<file path="config.mk">
export PLATFORM = sky130hd
export DESIGN_NAME = fsrm_top
export DESIGN_NICKNAME = d
export VERILOG_FILES = /design/src/logic/fsrm_pkg.sv /design/src/logic/fsrm_top.sv
export SDC_FILE = /design/constraint.sdc
export NUM_CORES = 1
export LEC_CHECK = 0
export BUFFER_PORTS_ARGS = -buffer_cell sky130_fd_sc_hd__buf_2
export CAP_MARGIN = 5
export CELL_PAD_IN_SITES_DETAIL_PLACEMENT = 0
export CELL_PAD_IN_SITES_GLOBAL_PLACEMENT = 2
export CORE_MARGIN = 2
export CORE_UTILIZATION = 35
export DETAILED_ROUTE_END_ITERATION = 8
export PLACE_DENSITY_LB_ADDON = 0.1
export SYNTH_ARGS = -nofsm -noshare
export SYNTH_HDL_FRONTEND = slang
export SYNTH_SLANG_ARGS = --single-unit
</file>
<file path="constraint.sdc">
create_clock -name clk -period 4.3 [get_ports clk]
set_input_delay 1.075 -clock clk [delete_from_list [all_inputs] [get_ports clk]]
set_output_delay 1.075 -clock clk [all_outputs]
set_load 0.05 [all_outputs]
</file>
<file path="src/logic/fsrm_pkg.sv">
/*
 Constants, field layout and state types for the fault status and recovery monitor.
 Assumes a 100 MHz internal clock and a byte-wide register port from the serial control engine.
*/
package fsrm_pkg;
    localparam logic [7:0] BATT_OFFSET = 8'h06;
    localparam logic [7:0] STATUS_OFFSET = 8'h0a;
    localparam logic [7:0] RECOVERY_OFFSET = 8'h0b;
    localparam int UV_BIT = 6;
    localparam int LIM_BIT = 5;
    localparam int CLIP_BIT = 4;
    localparam int WARN_BIT = 4;
    localparam int OC_BIT = 3;
    localparam int OT_BIT = 2;
    localparam int BAT_BIT = 0;
    localparam int GAIN_HI = 7;
    localparam int GAIN_LO = 6;
    localparam int MANUAL_BIT = 5;
    localparam int RETRY_HI = 4;
    localparam int RETRY_LO = 3;
    localparam int SEL_UV_BIT = 2;
    localparam int SEL_OT_BIT = 1;
    localparam int SEL_OC_BIT = 0;
    localparam logic [7:0] STATUS_RESET = 8'h00;
    localparam logic [7:0] RECOVERY_RESET = 8'h00;
    localparam int CLK_MHZ = 100;
    localparam int RETRY_DELAY_US = 20;
    localparam int RETRY_CYCLES = RETRY_DELAY_US * CLK_MHZ;
    localparam int WAIT_W = 11;
    localparam logic signed [9:0] PULSE_THR = 10'sh080;
    localparam logic signed [9:0] ACC_MAX = 10'sh0ff;

    typedef enum logic [1:0] {FSRM_RUN, FSRM_DOWN, FSRM_HOLD} fsrm_mode_t;

    typedef struct packed {
        fsrm_mode_t mode;
        logic [7:0] status;
        logic [7:0] rec;
        logic [7:0] batt;
        logic [2:0] cause;
        logic [1:0] tries;
        logic [WAIT_W-1:0] wait_cnt;
        logic signed [9:0] acc;
        logic pos;
        logic neg;
        logic [1:0] gain;
        logic [7:0] rdata;
    } fsrm_state_t;

    typedef struct packed {
        logic undervoltage;
        logic limiter;
        logic clip;
        logic overcurrent;
        logic overtemp;
        logic temp_warn;
    } fsrm_detect_t;
endpackage : fsrm_pkg

</file>
<file path="src/logic/fsrm_top.sv">
/*
 Fault flags, recovery sequencing, battery readout and three-level pulse modulator.
 Assumes the serial control engine presents a byte register port and that
 detector, converter and audio inputs are synchronous to clk.
*/
`timescale 1ns/1ps
module fsrm_top
    import fsrm_pkg::*;
(
    input wire logic clk, // 100 MHz internal clock
    input wire logic rst, // Power-on reset, async high
    input wire logic ce, // Clock enable, freezes state when low
    input wire fsrm_detect_t detect, // Analog detector comparator levels
    input wire logic [7:0] batt_code, // Battery converter code
    input wire logic batt_valid, // Converter result strobe
    input wire logic [7:0] battery_inflection_threshold, // Same code scale as battery
    input wire logic [7:0] reg_addr, // Register offset
    input wire logic reg_wr, // Write strobe
    input wire logic [7:0] reg_wdata, // Write data
    output logic [7:0] reg_rdata, // Read data, one cycle after addr
    input wire logic signed [7:0] audio_sample, // Signed audio level
    input wire logic low_emi_sel, // Low emission mode pin
    output logic amp_enable, // Output stage running
    output logic out_pos, // Positive differential pulse
    output logic out_neg, // Negative differential pulse
    output logic [1:0] warning_gain_reduction // Active gain cut
);
    fsrm_state_t s_r;
    fsrm_state_t s_nxt;
    logic [2:0] fault_now;
    logic [2:0] auto_sel;
    logic all_auto;
    logic retry_left;
    logic manual_req;
    logic signed [9:0] sum;
    logic [7:0] status_in;
    logic [1:0] gain_sel;

    assign fault_now = {s_r.status[UV_BIT], s_r.status[OT_BIT], s_r.status[OC_BIT]};
    assign auto_sel = {s_r.rec[SEL_UV_BIT], s_r.rec[SEL_OT_BIT], s_r.rec[SEL_OC_BIT]};
    assign manual_req = reg_wr && reg_addr == RECOVERY_OFFSET && reg_wdata[MANUAL_BIT];
    assign gain_sel = s_r.rec[GAIN_HI:GAIN_LO];

    always_comb begin
        s_nxt = s_r;
        // Bit 4 carries clipping and temperature warning together
        status_in = STATUS_RESET;
        status_in[UV_BIT] = detect.undervoltage;
        status_in[OC_BIT] = detect.overcurrent;
        status_in[OT_BIT] = detect.overtemp;
        status_in[WARN_BIT] = detect.temp_warn | detect.clip;
        status_in[LIM_BIT] = detect.limiter;
        status_in[BAT_BIT] = s_r.batt > battery_inflection_threshold;
        s_nxt.status = status_in;
        if (batt_valid) begin
            s_nxt.batt = batt_code;
        end
        s_nxt.gain = detect.temp_warn ? s_r.rec[GAIN_HI:GAIN_LO] : 2'b00;
        if (reg_wr && reg_addr == RECOVERY_OFFSET) begin
            // Manual request is a trigger, so it never stays set
            s_nxt.rec = reg_wdata & ~(8'h01 << MANUAL_BIT);
        end
        all_auto = (s_r.cause & ~auto_sel) == 3'b000;
        retry_left = s_r.tries < s_r.rec[RETRY_HI:RETRY_LO];
        case (s_r.mode)
            FSRM_RUN: begin
                if (fault_now != 3'b000) begin
                    s_nxt.mode = FSRM_DOWN;
                    s_nxt.cause = fault_now;
                end
            end
            FSRM_DOWN: begin
                if (manual_req) begin
                    // Manual attempt succeeds only if the fault is gone
                    if (fault_now == 3'b000) begin
                        s_nxt.mode = FSRM_RUN;
                        s_nxt.tries = 2'b00;
                        s_nxt.cause = 3'b000;
                    end else begin
                        s_nxt.cause = fault_now;
                    end
                end else if (all_auto && retry_left) begin
                    s_nxt.mode = FSRM_HOLD;
                    s_nxt.wait_cnt = WAIT_W'(RETRY_CYCLES - 1);
                end
            end
            FSRM_HOLD: begin
                if (s_r.wait_cnt != '0) begin
                    s_nxt.wait_cnt = s_r.wait_cnt - 1'b1;
                end else if (fault_now != 3'b000) begin
                    // Fault persists: set it again and count the attempt
                    s_nxt.mode = FSRM_DOWN;
                    s_nxt.cause = fault_now;
                    s_nxt.tries = s_r.tries + 1'b1;
                end else begin
                    s_nxt.mode = FSRM_RUN;
                    s_nxt.tries = 2'b00;
                    s_nxt.cause = 3'b000;
                end
            end
            default: begin
                s_nxt.mode = FSRM_DOWN;
            end
        endcase
        // Error feedback modulator; zero input with an empty accumulator never reaches the threshold
        sum = s_r.acc + {{2{audio_sample[7]}}, audio_sample};
        s_nxt.pos = 1'b0;
        s_nxt.neg = 1'b0;
        if (s_r.mode != FSRM_RUN) begin
            sum = '0;
        end else if (low_emi_sel && (s_r.pos || s_r.neg)) begin
            // Forced idle slot halves edge rate at the cost of peak density
        end else if (sum >= PULSE_THR) begin
            s_nxt.pos = 1'b1;
            sum = sum - PULSE_THR;
        end else if (sum <= -PULSE_THR) begin
            s_nxt.neg = 1'b1;
            sum = sum + PULSE_THR;
        end
        if (sum > ACC_MAX) begin
            sum = ACC_MAX;
        end else if (sum < -ACC_MAX) begin
            sum = -ACC_MAX;
        end
        s_nxt.acc = sum;
        case (reg_addr)
            BATT_OFFSET: s_nxt.rdata = s_r.batt;
            STATUS_OFFSET: s_nxt.rdata = s_r.status;
            RECOVERY_OFFSET: s_nxt.rdata = s_r.rec;
            default: s_nxt.rdata = 8'h00;
        endcase
    end

    always_ff @(posedge clk or posedge rst) begin
        if (rst) begin
            s_r <= '{mode: FSRM_RUN, status: STATUS_RESET, rec: RECOVERY_RESET,
                     batt: 8'h00, cause: 3'b000, tries: 2'b00, wait_cnt: '0,
                     acc: '0, pos: 1'b0, neg: 1'b0, gain: 2'b00, rdata: 8'h00};
        end else if (ce) begin
            s_r <= s_nxt;
        end
    end

    assign reg_rdata = s_r.rdata;
    assign amp_enable = s_r.mode == FSRM_RUN;
    assign out_pos = s_r.pos;
    assign out_neg = s_r.neg;
    assign warning_gain_reduction = s_r.gain;

    property p_uv_flag;
        @(posedge clk) disable iff (rst)
        ce |=> s_r.status[UV_BIT] == $past(detect.undervoltage);
    endproperty
    a_uv_flag: assert property (p_uv_flag) else $error("undervoltage flag wrong");

    property p_oc_flag;
        @(posedge clk) disable iff (rst)
        ce |=> s_r.status[OC_BIT] == $past(detect.overcurrent);
    endproperty
    a_oc_flag: assert property (p_oc_flag) else $error("overcurrent flag wrong");

    property p_ot_flag;
        @(posedge clk) disable iff (rst)
        ce |=> s_r.status[OT_BIT] == $past(detect.overtemp)
            && s_r.status[WARN_BIT] == $past(detect.temp_warn | detect.clip);
    endproperty
    a_ot_flag: assert property (p_ot_flag) else $error("temperature flags wrong");

    property p_bat_flag;
        @(posedge clk) disable iff (rst)
        ce |=> s_r.status[BAT_BIT] == ($past(s_r.batt) > $past(battery_inflection_threshold));
    endproperty
    a_bat_flag: assert property (p_bat_flag) else $error("battery flag wrong");

    property p_gain;
        @(posedge clk) disable iff (rst)
        ce && !detect.temp_warn |=> warning_gain_reduction == 2'b00;
    endproperty
    a_gain: assert property (p_gain) else $error("gain cut without warning");

    property p_manual_stays;
        @(posedge clk) disable iff (rst)
        s_r.mode == FSRM_DOWN && !all_auto && !manual_req |=> !amp_enable;
    endproperty
    a_manual_stays: assert property (p_manual_stays) else $error("manual fault left down");

    // Limit may be rewritten during a hold, so check where a new attempt would start
    property p_tries_bound;
        @(posedge clk) disable iff (rst)
        ce && s_r.mode == FSRM_DOWN && s_r.tries >= s_r.rec[RETRY_HI:RETRY_LO]
            && !manual_req |=> s_r.mode == FSRM_DOWN;
    endproperty
    a_tries_bound: assert property (p_tries_bound) else $error("retry beyond limit");

    property p_fault_down;
        @(posedge clk) disable iff (rst)
        ce && amp_enable && fault_now != 3'b000 |=> s_r.mode == FSRM_DOWN;
    endproperty
    a_fault_down: assert property (p_fault_down) else $error("fault did not shut down");

    property p_manual_go;
        @(posedge clk) disable iff (rst)
        ce && s_r.mode == FSRM_DOWN && manual_req && fault_now == 3'b000 |=> amp_enable;
    endproperty
    a_manual_go: assert property (p_manual_go) else $error("manual recovery ignored");

    property p_quiet_down;
        @(posedge clk) disable iff (rst)
        ce && !amp_enable |=> !out_pos && !out_neg;
    endproperty
    a_quiet_down: assert property (p_quiet_down) else $error("pulse while shut down");

    property p_emi_gap;
        @(posedge clk) disable iff (rst)
        ce && low_emi_sel && (out_pos || out_neg) |=> !out_pos && !out_neg;
    endproperty
    a_emi_gap: assert property (p_emi_gap) else $error("no idle slot in low emission mode");

    property p_lim_flag;
        @(posedge clk) disable iff (rst)
        ce |=> s_r.status[LIM_BIT] == $past(detect.limiter);
    endproperty
    a_lim_flag: assert property (p_lim_flag) else $error("limiter flag wrong");

    property p_batt_load;
        @(posedge clk) disable iff (rst)
        ce && batt_valid |=> s_r.batt == $past(batt_code);
    endproperty
    a_batt_load: assert property (p_batt_load) else $error("battery code not stored");

    property p_batt_hold;
        @(posedge clk) disable iff (rst)
        ce && !batt_valid |=> $stable(s_r.batt);
    endproperty
    a_batt_hold: assert property (p_batt_hold) else $error("battery byte moved");

    property p_rec_keep;
        @(posedge clk) disable iff (rst)
        !(reg_wr && reg_addr == RECOVERY_OFFSET) |=> $stable(s_r.rec);
    endproperty
    a_rec_keep: assert property (p_rec_keep) else $error("recovery control moved");

    property p_limit_write;
        @(posedge clk) disable iff (rst)
        ce && reg_wr && reg_addr == RECOVERY_OFFSET
            |=> s_r.rec[RETRY_HI:RETRY_LO] == $past(reg_wdata[RETRY_HI:RETRY_LO]);
    endproperty
    a_limit_write: assert property (p_limit_write) else $error("retry limit not stored");

    property p_select_write;
        @(posedge clk) disable iff (rst)
        ce && reg_wr && reg_addr == RECOVERY_OFFSET
            |=> s_r.rec[SEL_UV_BIT:SEL_OC_BIT] == $past(reg_wdata[SEL_UV_BIT:SEL_OC_BIT]);
    endproperty
    a_select_write: assert property (p_select_write) else $error("selects not stored");

    property p_gain_on;
        @(posedge clk) disable iff (rst)
        ce && detect.temp_warn |=> warning_gain_reduction == $past(gain_sel);
    endproperty
    a_gain_on: assert property (p_gain_on) else $error("warning gain cut missing");

    property p_hold_entry;
        @(posedge clk) disable iff (rst)
        ce && s_r.mode == FSRM_DOWN && all_auto && retry_left && !manual_req
            |=> s_r.mode == FSRM_HOLD;
    endproperty
    a_hold_entry: assert property (p_hold_entry) else $error("automatic retry not started");

    property p_hold_count;
        @(posedge clk) disable iff (rst)
        ce && s_r.mode == FSRM_HOLD && s_r.wait_cnt != '0
            |=> s_r.mode == FSRM_HOLD && s_r.wait_cnt == $past(s_r.wait_cnt) - 1'b1;
    endproperty
    a_hold_count: assert property (p_hold_count) else $error("retry wait cut short");

    property p_retry_fail;
        @(posedge clk) disable iff (rst)
        ce && s_r.mode == FSRM_HOLD && s_r.wait_cnt == '0 && fault_now != 3'b000
            |=> s_r.mode == FSRM_DOWN && s_r.tries == $past(s_r.tries) + 2'b01;
    endproperty
    a_retry_fail: assert property (p_retry_fail) else $error("failed retry not counted");

    property p_retry_ok;
        @(posedge clk) disable iff (rst)
        ce && s_r.mode == FSRM_HOLD && s_r.wait_cnt == '0 && fault_now == 3'b000
            |=> amp_enable && s_r.tries == 2'b00;
    endproperty
    a_retry_ok: assert property (p_retry_ok) else $error("clean retry did not resume");

    property p_manual_blocked;
        @(posedge clk) disable iff (rst)
        ce && s_r.mode == FSRM_DOWN && manual_req && fault_now != 3'b000 |=> !amp_enable;
    endproperty
    a_manual_blocked: assert property (p_manual_blocked) else $error("resumed on fault");

    property p_rd_batt;
        @(posedge clk) disable iff (rst)
        ce && reg_addr == BATT_OFFSET |=> reg_rdata == $past(s_r.batt);
    endproperty
    a_rd_batt: assert property (p_rd_batt) else $error("battery read wrong");

    property p_rd_status;
        @(posedge clk) disable iff (rst)
        ce && reg_addr == STATUS_OFFSET |=> reg_rdata == $past(s_r.status);
    endproperty
    a_rd_status: assert property (p_rd_status) else $error("status read wrong");

    property p_rd_rec;
        @(posedge clk) disable iff (rst)
        ce && reg_addr == RECOVERY_OFFSET |=> reg_rdata == $past(s_r.rec);
    endproperty
    a_rd_rec: assert property (p_rd_rec) else $error("recovery read wrong");

    property p_rd_none;
        @(posedge clk) disable iff (rst)
        ce && reg_addr != BATT_OFFSET && reg_addr != STATUS_OFFSET
            && reg_addr != RECOVERY_OFFSET |=> reg_rdata == 8'h00;
    endproperty
    a_rd_none: assert property (p_rd_none) else $error("unmapped read not zero");

    property p_no_overlap;
        @(posedge clk) disable iff (rst)
        !(out_pos && out_neg);
    endproperty
    a_no_overlap: assert property (p_no_overlap) else $error("both pulse outputs high");

    property p_quiet_idle;
        @(posedge clk) disable iff (rst)
        ce && amp_enable && audio_sample == 8'sh00 && s_r.acc == '0 |=> !out_pos && !out_neg;
    endproperty
    a_quiet_idle: assert property (p_quiet_idle) else $error("pulse with no input");
endmodule : fsrm_top

</file>
---- Yosys cells after proc, flatten, opt, wreduce, memory -nomap -nowiden ----
Cells that the tools add are included.
word-level totals
  logic and storage cells ................. 89
  bits of input ports ..................... 52
  output and inout bits ................... 13
  bits in registers ....................... 61
cells by class
  $lt $le $gt $ge ......................... 6
  eq/ne operators ......................... 14
  add/subtract/negate cells ............... 5
  bitwise logic cells ..................... 3
  muxes and demuxes ....................... 30
  reduce and logical (&&, ||, !) cells .... 19
operator list
  kind                                                                                   number
  10-bit 2-to-1 mux                                                                      6
  11-bit 2-to-1 mux                                                                      3
  13-bit case mux with 2 select lines                                                    1
  8-bit case mux with 3 select lines                                                     1
  5-bit AND reduction                                                                    4
  8-bit by 4-bit == test with 1-bit output (second input constant)                       2
  2-bit 2-to-1 mux                                                                       8
  5-bit 2-to-1 mux                                                                       3
  2-bit != test (second input constant)                                                  6
  11-bit nonzero test                                                                    1
  11-bit by 1-bit subtractor with 11-bit output (second input constant)                  1
  10-bit adder                                                                           1
  10-bit by 9-bit adder with 10-bit output (second input constant)                       1
  10-bit by 9-bit greater-or-equal comparator with 1-bit output (second input constant)  1
  10-bit by 9-bit > comparator with 1-bit output (second input constant)                 1
  10-bit by 8-bit <= comparator with 1-bit output (second input constant)                1
  10-bit by 9-bit < comparator with 1-bit output (second input constant)                 1
  10-bit by 9-bit subtractor with 10-bit output (second input constant)                  1
  3-bit case mux with 3 select lines                                                     1
  8-bit by 3-bit == test with 1-bit output (second input constant)                       1
  8-bit > comparator                                                                     1
  3-bit zero test                                                                        2
  3-bit 2-to-1 mux                                                                       2
  3-bit != test (second input constant)                                                  2
  16 further kinds                                                                       25

---- Depth between registers and ports, before layout ----
  depth in word-level cells ............... 9
  depth in mapped cells ................... 18
  gate-level depth less buffers ........... 16

---- Worst setup path before layout ----
Ideal clock, no wire load.
  path type ............................... input-to-reg
  start point ............................. in audio_sample[0]
  end point ............................... reg s_r[19] in the netlist's numbering
  library setup time ...................... 0.076 ns
  path buffers ............................ 1
  data required time ...................... 4.224 ns
  cell stages on the path ................. 16
  arrival ................................. 4.152 ns
  setup slack ............................. 0.072 ns
  cell sequence ........................... ha_1 -> fa_1 -> a211oi_2 -> o31ai_1 -> nand2_1 -> xnor2_2 -> ha_1 -> o21a_1 -> o22a_1 -> nor2_1 -> o311ai_0 -> ha_1 -> or3_1 -> clkbuf_1 -> a21boi_0 -> o21ai_1
on the way
  longest elaborated chain between the ends .. 9
  elaborated cells on any way between the ends .. 13
  those cells by class .................... add/sub (3); order compare (4); mux (6)
RTL lines
  element                                                                                                      RTL line                          source
  start, declared                                                                                              fsrm_top.sv:21                    input wire logic signed [7:0] audio_sample,
  10-bit adder *                                                                                               fsrm_top.sv:106                   sum = s_r.acc + {{2{audio_sample[7]}}, audio_sample};
  10-bit by 9-bit adder with 10-bit output or 10-bit by 8-bit <= comparator with 1-bit output (tied branches)  fsrm_top.sv:118, fsrm_top.sv:116
  10-bit 2-to-1 mux                                                                                            fsrm_top.sv:116                   end else if (sum <= -PULSE_THR) begin
  10-bit 2-to-1 mux                                                                                            fsrm_top.sv:113                   end else if (sum >= PULSE_THR) begin
  10-bit 2-to-1 mux *                                                                                          fsrm_top.sv:111                   end else if (low_emi_sel && (s_r.pos || s_r.neg)) begin
  10-bit 2-to-1 mux *                                                                                          fsrm_top.sv:109                   if (s_r.mode != FSRM_RUN) begin
  10-bit by 9-bit < comparator with 1-bit output                                                               fsrm_top.sv:122                   end else if (sum < -ACC_MAX) begin
  10-bit 2-to-1 mux                                                                                            fsrm_top.sv:122
  10-bit 2-to-1 mux *                                                                                          fsrm_top.sv:120                   if (sum > ACC_MAX) begin
  end signal, assigned                                                                                         fsrm_top.sv:136                   s_r <= '{mode: FSRM_RUN, status: STATUS_RESET, rec: RECOVERY_RESET,
  end signal, assigned                                                                                         fsrm_top.sv:140                   s_r <= s_nxt;
  end, declared                                                                                                fsrm_top.sv:28                    fsrm_state_t s_r;
Every way passes the cells marked *; elsewhere a longest branch is shown, timed or not.
A chain may end at the register's enable or synchronous reset.

---- Worst setup path in the final report ----
Same ends and word-level chain as after synthesis.

==> impl_metrics.yaml <==
place:
  portBuffers: 64
  hpwl_mm: 7.514
  dp_slack_ps: -206.0
  routabilityCongestion: 0.7852
  placed_cell_area_um2: 4489
timing:
  finalHoldViolCount: 0
  maxSlewHeadroom: 0.4574
  setup_slack_ps: 216.6
  rsz0062_at_grt: "no"
  finalSetupViolations: 0
  finalWorstPathRequiredPeriod_ps: 4083
  clock.fmax_mhz: 244.9
  skew_ps: 9.793
  worst_pin_slew_ps: 812.7
  fin_hold_ws_ps: 491.2
  finalCritPeriodShare: 0.9496
  drv_slew: 0
worst_setup_path:
  r2r-end: "s_r[19]$_DFFE_PP0P_"
  crit_arrival_ps: 4340
  cp-start-kind: "input pin"
  rr_startpoint: "s_r[12]$_DFFE_PP0P_"
  worstPathMaxFanout: 7
  critPathMostFrequentCell: "ha_1"
  path_buf_inv: 1
  reg2reg_depth: 13
  critPathRequiredTime_ps: 4560
  path_class: "input pin to register"
  slowest_delay_ps: 420
  crit_family: "compound AO/OA/AOI/OAI gates"
  reg2reg_slack_ps: 660
  endpoint_kind: "register"
  crit_slowest_cell: "fa_1"
  path_cells: "buf_2 > ha_1 > fa_1 > a211oi_2 > o21bai_1 > a2111oi_1 > nand4_1 > and3_1 > o211a_1 > o311ai_0 > ha_1 > or3_4 > a21boi_0 > o21ai_1"
finish:
  area_growth_pct: 21.93
  design_area_um2: 4690
  drive_gt1_frac: 0.2950
  final_nets: 579
  antenna_cells: 0
grt:
  grt_pass1_wl_mm: 16.13
  antenna_found_initial: 0
  overflow: 0
  grt_pass1_vias: 3277
  gr-usage-all-layers: 0.1766
  grt_max_degree: 38
status:
  outcome: "finished, final reports clean"
pwr:
  power_leakage_uw: 0.002204
  ir_drop_uv: 212.8
  p_per_area_nw_per_um2: 606.1
clocking:
  cts_tree: "yes"
  cts_hold_buf: 0
  clock_sinks: 61
  h-tree-depth: 3
  max-clock-path-buffers: 2
  path_clk_slew_ps: 70
  insertion_delay_ps: 340
  cts_root_buf: "clkbuf_8"
  cts_made_buffers: 9
detailed_routing:
  routed-wl-met2_mm: 4.769
  wl_met1_mm: 4.499
  drtIter0Drc: 132
  post-route-drc-count: 0
  first_pass_iters: 4
  wl_met3_um: 362
  highest_layer: "met4"
  antenna_left: 0
  wire_per_inst_um: 15.12
  vias_per_cell: 5.177
  vias: 3339
  wirelength_mm: 9.751
synth:
  syn_nets: 490
  synth_area_leader_cell: "dfrtp_1"
  seq_area_frac_synth: 0.3969
  ys_warn_count: 0
  ys_async_sr_fraction: 1.000
  synth.most_common_cell: "dfrtp_1"
  synth.top_cell.area_share: 0.3969
  synthCells: 411
  synth.ff_latch_count: 61
  synthDistinctLibCells: 61
  synthFlopType: "dfrtp_1"
  syn_area_um2: 3846
  synthTopCellsByArea: "dfrtp_1 (40%), ha_1 (8.5%), mux2_2 (7.0%)"
  syn_area_per_cell_um2: 9.358
  synth_common_cells: "dfrtp_1 (61), nand2_1 (36), inv_1 (33), o21ai_0 (33), nor2_1 (29)"
  synth_enable_flop_cells: 0
die:
  core-area_um2: 10790
  die_h_um: 108.8
  rows: 38
  die-area_um2: 11840
  die_x_um: 108.8
  ios: 65
  initial_core_util: 0.3564
worst_hold_path:
  min_from: "reg_rdata[3]$_DFFE_PP0P_"
  min_to: "reg_rdata[3]$_DFFE_PP0P_"
  min_path_type: "register to register"
  min_path_cells: 1
run:
  cap_viol_max_count: 0
-- logic make-up after synthesis --
family          synth area share
compound gates            0.2053
xor+xnor                 0.01985
fa+ha+maj                0.08978
buf+inv                  0.06994
flops                     0.3969
mux                      0.07027
simple gates              0.1480
-- worst max-delay path by stage --
stage / startpoint / to / slack, ps / cells after the start
3_5_place_dp: audio_sample[0] / s_r[19]$_DFFE_PP0P_ / -210 / 14
6_report: audio_sample[0] / s_r[19]$_DFFE_PP0P_ / 220 / 14
4_1_cts: audio_sample[0] / s_r[19]$_DFFE_PP0P_ / 130 / 14
2_1_floorplan: audio_sample[0] / s_r[19]$_DFFE_PP0P_ / 70 / 16
5_1_grt: audio_sample[0] / s_r[16]$_DFFE_PP0P_ / 90 / 16
3_3_place_gp: audio_sample[0] / s_r[19]$_DFFE_PP0P_ / -110 / 14
-- cell usage in the layout (no fill, tap or decap), types with 5 or more instances in the layout --
| cell type | netlist | routed |
|---|---|---|
| a21oi_1 | 20 | 20 |
| a22oi_1 | 5 | 5 |
| buf_2 | 2 | 64 |
| buf_4 | 10 | 38 |
| clkbuf_8 | 0 | 10 |
| dfrtp_1 | 61 | 61 |
| ha_1 | 26 | 26 |
| inv_1 | 33 | 32 |
| mux2_2 | 24 | 24 |
| nand2_1 | 36 | 36 |
| nand2b_1 | 5 | 5 |
| nand3_1 | 18 | 18 |
| nor2_1 | 29 | 29 |
| o21ai_0 | 33 | 33 |
| o2bb2ai_1 | 9 | 9 |
-- flip-flops by register name (all words and copies together), names as in the netlist --
| register | cells |
|---|---|
| gain_sel | 2 |
| out_pos | 1 |
| out_neg | 1 |
| auto_sel | 3 |
| reg_rdata | 8 |
| warning_gain_reduction | 2 |
| fault_now | 3 |
| s_r | 41 |
-- timing repair --
| action | in CTS | in global routing |
|---|---|---|
| resized for setup | 0 | 3 |
| setup buffers | 0 | 0 |
| setup endpoints to repair | 0 | 4 |
-- report_power, final --
part	switching, uW	internal [uW]
logic	791	727
clock network	221	282
registers	114	707
-- through the flow --
step | instances | util | TNS (ps) | power, uW
finish | 645 | 0.4345 | 0 | 2842
global route | 645 | 0.4345 | 0 | 3097
CTS | 645 | 0.4338 | 0 | 2857
detailed placement | 629 | 0.4160 | -1091 | 2332
global placement | 629 | 0.4160 | -460.6 | 2334
floorplan | 411 | - | 0 | 1767
-- routing by layer --
layer	global-route usage	vias to the layer above
met5	0	-
met4	0.04762	0
met3	0.03766	10
met2	0.2884	56
met1	0.2374	1615
li1	-	1658
-- area by class of cell --
cell class	instances	area, um2
Clock buffer	12	145.1
Clock inverter	4	47.55
Fill cell	1086	6103
Inverter	35	131.4
Multi-Input combinational cell	291	2058
Sequential cell	61	1526
Tap cell	140	175.2
Timing Repair Buffer	102	605.6
Note: power is estimated with default switching activity, not from simulation.
